==> src/rtl/pmbp_params.svh <==
`ifndef PMBP_PARAMS_SVH
`define PMBP_PARAMS_SVH

// ----------------------------------------
// clock and timing figures
// ----------------------------------------
`define PMBP_CLK_PERIOD_NS 100
`define PMBP_SETUP_NS 2000
`define PMBP_HOLD_NS 2000
`define PMBP_OUT_DELAY_NS 150
`define PMBP_PULSE_NS 200000
`define PMBP_OVERWRITE_MIN_NS 190000
`define PMBP_OVERWRITE_MAX_NS 5250000
// least times round up, longest times round down
`define PMBP_CEIL_CYC(t) \
    (((t) + `PMBP_CLK_PERIOD_NS - 1) / `PMBP_CLK_PERIOD_NS)
`define PMBP_FLOOR_CYC(t) ((t) / `PMBP_CLK_PERIOD_NS)
`define PMBP_SETUP_CYC `PMBP_CEIL_CYC(`PMBP_SETUP_NS)
`define PMBP_HOLD_CYC `PMBP_CEIL_CYC(`PMBP_HOLD_NS)
// two extra cycles for the input synchroniser
`define PMBP_READ_CYC (`PMBP_CEIL_CYC(`PMBP_OUT_DELAY_NS) + 2)
`define PMBP_PULSE_CYC `PMBP_CEIL_CYC(`PMBP_PULSE_NS)
`define PMBP_OVERWRITE_MIN_CYC `PMBP_CEIL_CYC(`PMBP_OVERWRITE_MIN_NS)
`define PMBP_OVERWRITE_MAX_CYC `PMBP_FLOOR_CYC(`PMBP_OVERWRITE_MAX_NS)

// ----------------------------------------
// address map and data values
// ----------------------------------------
`define PMBP_ADDR_LOW 17'h0_0000
`define PMBP_ADDR_LAST 17'h0_EF7F
`define PMBP_ADDR_TOP 17'h1_FFFF
`define PMBP_BLANK_BYTE 8'hFF
`define PMBP_MAX_TRIES 25
`define PMBP_OVERWRITE_FACTOR 3

`endif

==> src/rtl/pmbp_pkg.sv <==
package pmbp_pkg;

    typedef enum logic [3:0] {
        PMBP_IDLE = 4'b0000,
        PMBP_SETUP = 4'b0001,
        PMBP_PULSE = 4'b0010,
        PMBP_HOLD = 4'b0011,
        PMBP_OE_SETUP = 4'b0100,
        PMBP_READ = 4'b0101,
        PMBP_CHECK = 4'b0110,
        PMBP_OV_SETUP = 4'b0111,
        PMBP_OV_PULSE = 4'b1000,
        PMBP_OV_HOLD = 4'b1001
    } pmbp_state_t;

    typedef enum logic [1:0] {
        PMBP_SUB_INHIBIT = 2'b00,
        PMBP_SUB_WRITE = 2'b01,
        PMBP_SUB_VERIFY = 2'b10
    } pmbp_sub_t;

endpackage

==> src/rtl/pmbp_tmr_if.sv <==
`timescale 1ns/1ns
interface pmbp_tmr_if #(
    parameter int WIDTH = 20
);
    logic load;
    logic [WIDTH-1:0] len;
    logic expired;

    modport ctl (
        output load,
        output len,
        input expired
    );
    modport tmr (
        input load,
        input len,
        output expired
    );
endinterface

==> src/rtl/pmbp_programmer.sv <==
`timescale 1ns/1ns
`include "pmbp_params.svh"

// Operation
// - The strobe pattern sets the sub-mode: write, verify, else inhibit.
// - No page programming: only one byte is handled per pulse sequence.
// - Bytes are written one per programming cycle, high-speed style.
// - Only addresses from the lowest to the last valid one are written.
// - After the procedure every unused location reads as all ones.
// - The overwrite pulse stays between its least and longest width.
// - Above the valid range up to the space top the data is all ones.
module pmbp_programmer
    import pmbp_pkg::*;
#(
    parameter int MAX_TRIES = `PMBP_MAX_TRIES,
    parameter int OVERWRITE_MAX_CYC = `PMBP_OVERWRITE_MAX_CYC,
    parameter int PULSE_CYC = `PMBP_PULSE_CYC
) (
    input wire logic clk_sys_i,
    input wire logic reset_n_i,
    input wire logic cmd_valid_i,
    input wire logic [16:0] cmd_addr_i,
    input wire logic [7:0] cmd_data_i,
    output logic cmd_ready_o,
    output logic done_o,
    output logic fail_o,
    output logic range_err_o,
    output logic [7:0] read_data_o,
    output logic ce_n_o,
    output logic oe_n_o,
    output logic program_strobe_n_o,
    output logic [16:0] prom_address_bus_o,
    output logic [7:0] prom_data_bus_o,
    output logic prom_data_bus_oe_o,
    input wire logic [7:0] prom_data_bus_i
);
    localparam int TW = 20;

    pmbp_tmr_if #(.WIDTH(TW)) tmr_bus ();

    pmbp_timer #(.WIDTH(TW)) u_timer (
        .clk_sys_i(clk_sys_i),
        .reset_n_i(reset_n_i),
        .tmr(tmr_bus.tmr)
    );

    pmbp_state_t state_reg, state_next;
    pmbp_sub_t sub_reg, sub_next;
    logic [16:0] addr_reg;
    logic [7:0] data_reg;
    logic [7:0] tries_reg;
    logic [7:0] sync1_reg, sync2_reg;
    logic [TW-1:0] ov_len_reg;
    logic match;

    // ----------------------------------------
    // helpers
    // ----------------------------------------
    // overwrite width grows with the tries used, clamped to its window
    function automatic logic [TW-1:0] ov_width(input logic [7:0] tries);
        int w;
        w = `PMBP_OVERWRITE_FACTOR * int'(tries) * PULSE_CYC;
        if (w < `PMBP_OVERWRITE_MIN_CYC)
            w = `PMBP_OVERWRITE_MIN_CYC;
        if (w > OVERWRITE_MAX_CYC)
            w = OVERWRITE_MAX_CYC;
        return TW'(w);
    endfunction

    // blank bytes and addresses past the last valid one stay all ones
    function automatic logic is_blank(input logic [16:0] a,
                                      input logic [7:0] d);
        return (a > `PMBP_ADDR_LAST) || (d == `PMBP_BLANK_BYTE);
    endfunction

    // ----------------------------------------
    // input synchroniser
    // ----------------------------------------
    always_ff @(posedge clk_sys_i or negedge reset_n_i)
    begin
        if (!reset_n_i)
        begin
            sync1_reg <= 8'h00;
            sync2_reg <= 8'h00;
        end
        else
        begin
            sync1_reg <= prom_data_bus_i;
            sync2_reg <= sync1_reg;
        end
    end

    assign match = (sync2_reg == data_reg);

    // ----------------------------------------
    // sequencer
    // ----------------------------------------
    always_comb
    begin
        state_next = state_reg;
        sub_next = sub_reg;
        tmr_bus.load = 1'b0;
        tmr_bus.len = TW'(1);
        unique case (state_reg)
            PMBP_IDLE:
            begin
                sub_next = PMBP_SUB_INHIBIT;
                if (cmd_valid_i && cmd_addr_i <= `PMBP_ADDR_LAST)
                begin
                    state_next = PMBP_SETUP;
                    tmr_bus.load = 1'b1;
                    tmr_bus.len = TW'(`PMBP_SETUP_CYC);
                end
            end
            PMBP_SETUP:
                if (tmr_bus.expired)
                begin
                    // all-ones bytes need no pulse, only a verify
                    if (is_blank(addr_reg, data_reg))
                    begin
                        state_next = PMBP_OE_SETUP;
                        tmr_bus.len = TW'(`PMBP_SETUP_CYC);
                    end
                    else
                    begin
                        state_next = PMBP_PULSE;
                        sub_next = PMBP_SUB_WRITE;
                        tmr_bus.len = TW'(PULSE_CYC);
                    end
                    tmr_bus.load = 1'b1;
                end
            PMBP_PULSE:
                if (tmr_bus.expired)
                begin
                    state_next = PMBP_HOLD;
                    sub_next = PMBP_SUB_INHIBIT;
                    tmr_bus.load = 1'b1;
                    tmr_bus.len = TW'(`PMBP_HOLD_CYC);
                end
            PMBP_HOLD:
                if (tmr_bus.expired)
                begin
                    state_next = PMBP_OE_SETUP;
                    tmr_bus.load = 1'b1;
                    tmr_bus.len = TW'(`PMBP_SETUP_CYC);
                end
            PMBP_OE_SETUP:
                if (tmr_bus.expired)
                begin
                    state_next = PMBP_READ;
                    sub_next = PMBP_SUB_VERIFY;
                    tmr_bus.load = 1'b1;
                    tmr_bus.len = TW'(`PMBP_READ_CYC);
                end
            PMBP_READ:
                if (tmr_bus.expired)
                begin
                    state_next = PMBP_CHECK;
                    sub_next = PMBP_SUB_INHIBIT;
                end
            PMBP_CHECK:
            begin
                tmr_bus.load = 1'b1;
                tmr_bus.len = TW'(`PMBP_SETUP_CYC);
                if (match && is_blank(addr_reg, data_reg))
                    state_next = PMBP_IDLE;
                else if (match)
                    state_next = PMBP_OV_SETUP;
                else if (int'(tries_reg) >= MAX_TRIES
                         || is_blank(addr_reg, data_reg))
                    state_next = PMBP_IDLE;
                else
                    state_next = PMBP_SETUP;
            end
            PMBP_OV_SETUP:
                if (tmr_bus.expired)
                begin
                    state_next = PMBP_OV_PULSE;
                    sub_next = PMBP_SUB_WRITE;
                    tmr_bus.load = 1'b1;
                    tmr_bus.len = ov_len_reg;
                end
            PMBP_OV_PULSE:
                if (tmr_bus.expired)
                begin
                    state_next = PMBP_OV_HOLD;
                    sub_next = PMBP_SUB_INHIBIT;
                    tmr_bus.load = 1'b1;
                    tmr_bus.len = TW'(`PMBP_HOLD_CYC);
                end
            PMBP_OV_HOLD:
                if (tmr_bus.expired)
                    state_next = PMBP_IDLE;
            default:
            begin
                state_next = PMBP_IDLE;
                sub_next = PMBP_SUB_INHIBIT;
            end
        endcase
    end

    always_ff @(posedge clk_sys_i or negedge reset_n_i)
    begin
        if (!reset_n_i)
        begin
            state_reg <= PMBP_IDLE;
            sub_reg <= PMBP_SUB_INHIBIT;
        end
        else
        begin
            state_reg <= state_next;
            sub_reg <= sub_next;
        end
    end

    // ----------------------------------------
    // byte context
    // ----------------------------------------
    // one address and one byte latched per command, never a page
    always_ff @(posedge clk_sys_i or negedge reset_n_i)
    begin
        if (!reset_n_i)
        begin
            addr_reg <= `PMBP_ADDR_LOW;
            data_reg <= `PMBP_BLANK_BYTE;
            tries_reg <= 8'h00;
            ov_len_reg <= TW'(1);
        end
        else if (state_reg == PMBP_IDLE && state_next == PMBP_SETUP)
        begin
            addr_reg <= cmd_addr_i;
            data_reg <= cmd_data_i;
            tries_reg <= 8'h00;
        end
        else if (state_reg == PMBP_SETUP && state_next != PMBP_SETUP)
            tries_reg <= tries_reg + 8'h01;
        else if (state_reg == PMBP_CHECK)
            ov_len_reg <= ov_width(tries_reg);
    end

    // ----------------------------------------
    // results
    // ----------------------------------------
    always_ff @(posedge clk_sys_i or negedge reset_n_i)
    begin
        if (!reset_n_i)
        begin
            done_o <= 1'b0;
            fail_o <= 1'b0;
            range_err_o <= 1'b0;
            read_data_o <= 8'h00;
        end
        else
        begin
            done_o <= (state_reg == PMBP_OV_HOLD && state_next == PMBP_IDLE)
                      || (state_reg == PMBP_CHECK && match
                          && is_blank(addr_reg, data_reg));
            fail_o <= state_reg == PMBP_CHECK && !match
                      && state_next == PMBP_IDLE;
            // bytes past the last valid location are refused unwritten
            range_err_o <= state_reg == PMBP_IDLE && cmd_valid_i
                           && cmd_addr_i > `PMBP_ADDR_LAST;
            if (state_reg == PMBP_CHECK)
                read_data_o <= sync2_reg;
        end
    end

    // ----------------------------------------
    // pins
    // ----------------------------------------
    // strobes come from flops so no decode glitch reaches the part
    always_ff @(posedge clk_sys_i or negedge reset_n_i)
    begin
        if (!reset_n_i)
        begin
            ce_n_o <= 1'b1;
            oe_n_o <= 1'b1;
            program_strobe_n_o <= 1'b1;
            prom_address_bus_o <= `PMBP_ADDR_LOW;
            prom_data_bus_o <= 8'h00;
            prom_data_bus_oe_o <= 1'b0;
        end
        else
        begin
            ce_n_o <= (state_next == PMBP_IDLE);
            oe_n_o <= (sub_next != PMBP_SUB_VERIFY);
            program_strobe_n_o <= (sub_next != PMBP_SUB_WRITE);
            if (state_reg == PMBP_IDLE)
                prom_address_bus_o <= cmd_addr_i;
            prom_data_bus_o <= (state_reg == PMBP_IDLE) ? cmd_data_i
                               : data_reg;
            // data driven only in the write and overwrite setup, pulse and hold states, never while verifying
            prom_data_bus_oe_o <= state_next == PMBP_SETUP
                || state_next == PMBP_PULSE || state_next == PMBP_HOLD
                || state_next == PMBP_OV_SETUP
                || state_next == PMBP_OV_PULSE
                || state_next == PMBP_OV_HOLD;
        end
    end

    assign cmd_ready_o = (state_reg == PMBP_IDLE);
endmodule

==> src/rtl/pmbp_timer.sv <==
`timescale 1ns/1ns
module pmbp_timer #(
    parameter int WIDTH = 20
) (
    input wire logic clk_sys_i,
    input wire logic reset_n_i,
    pmbp_tmr_if.tmr tmr
);
    logic [WIDTH-1:0] cnt_reg;

    // a load of len keeps expired low for len-1 cycles after the load edge
    always_ff @(posedge clk_sys_i or negedge reset_n_i)
    begin
        if (!reset_n_i)
            cnt_reg <= '0;
        else if (tmr.load)
            cnt_reg <= tmr.len - WIDTH'(1);
        else if (cnt_reg != '0)
            cnt_reg <= cnt_reg - WIDTH'(1);
    end

    assign tmr.expired = (cnt_reg == '0);
endmodule

==> config.mk <==
export PLATFORM = sky130hd
export DESIGN_NAME = pmbp_programmer
export DESIGN_NICKNAME = d
export VERILOG_FILES = /design/src/rtl/pmbp_pkg.sv /design/src/rtl/pmbp_tmr_if.sv /design/src/rtl/pmbp_programmer.sv /design/src/rtl/pmbp_timer.sv
export VERILOG_INCLUDE_DIRS = /design/src /design/src/rtl
export SDC_FILE = /design/constraint.sdc
export NUM_CORES = 1
export LEC_CHECK = 0
export BUFFER_PORTS_ARGS = -buffer_cell sky130_fd_sc_hd__buf_2
export CAP_MARGIN = 10
export CORE_UTILIZATION = 32
export CTS_CLUSTER_DIAMETER = 80
export DETAILED_ROUTE_END_ITERATION = 16
export PLACE_DENSITY = 0.45
export SLEW_MARGIN = 5
export SYNTH_ARGS = -nofsm -noshare
export SYNTH_HDL_FRONTEND = slang
export SYNTH_SLANG_ARGS = --single-unit
==> constraint.sdc <==
create_clock -name clk_sys_i -period 8.8 [get_ports clk_sys_i]
set_input_delay 1.76 -clock clk_sys_i [delete_from_list [all_inputs] [get_ports clk_sys_i]]
set_output_delay 1.76 -clock clk_sys_i [all_outputs]
set_load 0.01 [all_outputs]
==> impl_metrics.yaml <==
floorplanning:
  fp.dieW_um: 159.6
  io_pins: 77
  rows: 57
  die-area_um2: 25470
  die_h_um: 159.6
  core-area_um2: 24320
  initial_core_util_pct: 32.69
clocking:
  cts_resized: 0
  clk_path_buf_depth: 2
  ctsRootBufferMaster: "clkbuf_16"
  hold_buffers: 0
  clkTransAtPathRegs_ns: 0.07
  cts.sinks: 127
  tritoncts: "done"
  h-tree-depth: 4
  clk_latency_ns: 0.43
  cts_buffers: 17
  post_cts.repair.setup_buffers: 0
worst_setup_path:
  crit_family: "adder cells"
  setup.worst_path.class: "flop to flop"
  crit_cells: 24
  ff2ff_path_depth: 24
  crit_path_start: "tries_reg[0]$_DFFE_PN0P_"
  regToRegStartpoint: "tries_reg[0]$_DFFE_PN0P_"
  critPathRequiredTime_ns: 9.10
  cp_max_fo: 14
  arrival_ns: 7.42
  cp-end-kind: "flop"
  setup.worst_path.start_class: "flop"
  critical_path.most_common_cell: "fa_1"
  max_stage_delay_ns: 0.54
  crit_chain: "ha_1 > fa_1 > nor2b_1 > o21ai_0 > nand2b_1 > nor2b_1 > o21ai_0 > nand2b_1 > xor2_1 > xnor2_1 > inv_1 > fa_1 > fa_1 > inv_1 > fa_1 > ha_1 > a2111o_1 > o2111ai_1 > and3_1 > a31oi_1 > a2111oi_0 > nand4_1 > nor2_1 > a21oi_1"
  path_buf_inv: 2
  crit_slowest_cell: "dfrtp_1"
cells_and_area:
  antenna_cells: 0
  drive_gt1_share_pct: 18.74
  nets: 1019
  areaGrowthSynthToFinish_pct: 16.91
  fillerInstances: 2472
  largest_reg_flops: 20
global_route:
  grt_pass1_wl_um: 33610
  grt_pass1_vias: 6075
  grt_max_degree: 69
  antenna_found_initial: 0
  grt_overflow_total: 0
  grtUsageTotal_pct: 16.78
timing:
  tns_ns: 0
  layout_min_cycle_time_ns: 7.122
  relSlewSlack_pct: 40.45
  rsz0062_at_grt: "no"
  drv_slew: 0
  finalCritPeriodShare_pct: 80.93
  clock_skew_ns: 0.01468
  finalHoldViolCount: 0
  setup_violations: 0
  fmax_ghz: 0.1404
  tightest_slew_ns: 0.8933
synth:
  synth_fp_nets: 946
  synth_compound_area_share_pct: 13.85
  synthAdderAreaFrac_pct: 14.54
  synth_xor_xnor_area_share_pct: 4.848
  synth_cell_type_count: 70
  synth_flop_cell: "dfrtp_1"
  muxShareOfSynthArea_pct: 4.722
  synthArstFlopShare_pct: 100.0
  postSynthAreaPerCell_um2: 9.554
  synth_edf_count: 0
  synth_cells: 832
  synth-simple-area-share_pct: 17.60
  syn-cell-area_um2: 7949
  synth.yosys.seq_area_share_pct: 40.17
  synth_top_family_by_area: "simple AND/OR/NAND/NOR gates"
  yosys_warnings: 0
  ys_seq_elements: 127
detailed_routing:
  first_pass_iters: 5
  routed-via-count: 6115
  drc: 0
  post_drt_via_cell_ratio: 4.924
  wirelength_um: 20440
  drtIter0Drc: 331
  ant_nets: 0
  routedWlPerCell_um: 16.46
place:
  portBuffers: 76
  place_hpwl_um: 15230
  gp_congestion: 0.8270
hold_path:
  hp-class: "flop to flop"
  hp-start: "sync1_reg[1]$_DFF_PN0_"
  whs_path_depth: 0
pwr:
  leakage_nw: 4.410
  power_density_nw_per_um2: 141.4
  vdd_drop_max_v: 0.0001159
  total_power_mw: 1.314
run:
  maxCapViolCount: 0
status:
  status: "finished clean"
[logic make-up (layout without fill, tap and decap cells)]
family	after synthesis	count (layout)
simple gates	298	298
compound gates	163	163
flops	127	127
buf+inv	88	174
fa+ha+maj	78	78
xor+xnor	44	44
mux	34	34
[final timing paths]
| check | endpoint | slack [ns] |
|---|---|---|
| worst max-delay path | ov_len_reg[8]$_DFFE_PN0P_ | 1.68 |
| worst min-delay path | sync2_reg[1]$_DFF_PN0_ | 0.35 |
| worst max register to register | ov_len_reg[8]$_DFFE_PN0P_ | 1.68 |
| worst min register to register | sync2_reg[1]$_DFF_PN0_ | 0.35 |
| max in group asynchronous | state_reg[3]$_DFF_PN0_ | 6.17 |
| min in group asynchronous | u_timer.cnt_reg[17]$_DFFE_PN0P_ | 1.32 |
[per-stage QoR]
stage | cell area (um2) | instances | setup slack, ns | hold WS [ns] | util [%]
final | 9293 | 1242 | 1.678 | 0.3490 | 38.21
after global routing | 9293 | 1242 | 1.048 | 0.3565 | 38.21
after CTS | 9293 | 1242 | 1.593 | 0.3519 | 38.21
after floorplan | 7949 | 832 | 2.491 | 0.3312 | -
after detailed placement | 8701 | 1210 | 1.630 | 0.3347 | 35.78
after global placement | 8701 | 1210 | 1.780 | 0.3321 | 35.78
[layer usage]
layer / share of wire (%) / track usage, % / routed length, um / vias up
met4: 0.84 / 4.545 / 172 / 0
met3: 2.4 / 3.022 / 489 / 10
met1: 50 / 23.48 / 10210 / 2991
met5: 0 / 0 / 0 / -
li1: - / - / - / 3031
met2: 47 / 26.54 / 9571 / 83
[cell usage after synthesis, drive strengths merged, types with 3 or more instances]
cell	number	area, um2
xnor2	34	297.8
nand2b	11	76.32
dfstp	12	315.3
inv	57	214.0
a31oi	7	43.79
or3	5	31.28
a31o	3	26.28
nor2b	8	50.05
nand4	16	100.1
nand3	17	85.08
nor4	8	68.82
o21bai	3	22.52
o31ai	4	30.03
a22o	9	78.83
a21boi	3	22.52
and3	3	18.77
buf	9	42.54
o22ai	3	18.77
o21a	6	45.04
mux2	28	315.3
fa	24	480.5
dfrtp	115	2878
a211oi	7	52.55
clkbuf	22	82.58
xor2	10	87.58
a22oi	4	30.03
a21oi	35	175.2
nand2	129	484.2
nor2	60	225.2
a211o	3	26.28
or2	5	31.28
nor3	19	100.1
a2111oi	3	45.05
and2	8	50.05
ha	54	675.7
or4	4	33.78
a21o	10	75.07
o21ai	40	200.2
mux2i	6	60.06
[cells in the final DEF (no fill, tap or decap), types with 8 or more instances in the layout]
cell type and instances:
nand2b_1 10, dfrtp_1 115, fa_1 24, a22o_1 9, buf_4 9, ha_1 54
and2_1 8, xnor2_1 34, clkbuf_16 17, xor2_1 10, mux2_2 26, nor2_1 60
a21o_1 10, nor3_1 18, o21ai_0 39, nand3_1 17, nand4_1 16, nand2_1 129
buf_2 75, inv_1 55, a21oi_1 35, dfstp_2 12
[where the power goes]
group,switching [mW],internal [mW],total [mW]
clock,0.318,0.381,0.699
combinational,0.0170,0.00799,0.0250
sequential,0.00188,0.588,0.590
[cell type report]
type                       instances  area (um2)  share of cell area, %
clock inverter                    15       166.4                  1.791
inverter                          57       214.0                  2.302
tap                              324       405.4                  4.362
sequential                       127        3193                  34.36
multi-input combinational        617        4434                  47.72
timing repair buffer              85       454.2                  4.888
clock buffer                      17       425.4                  4.578
No activity file was read; power rests on OpenSTA's default activity.
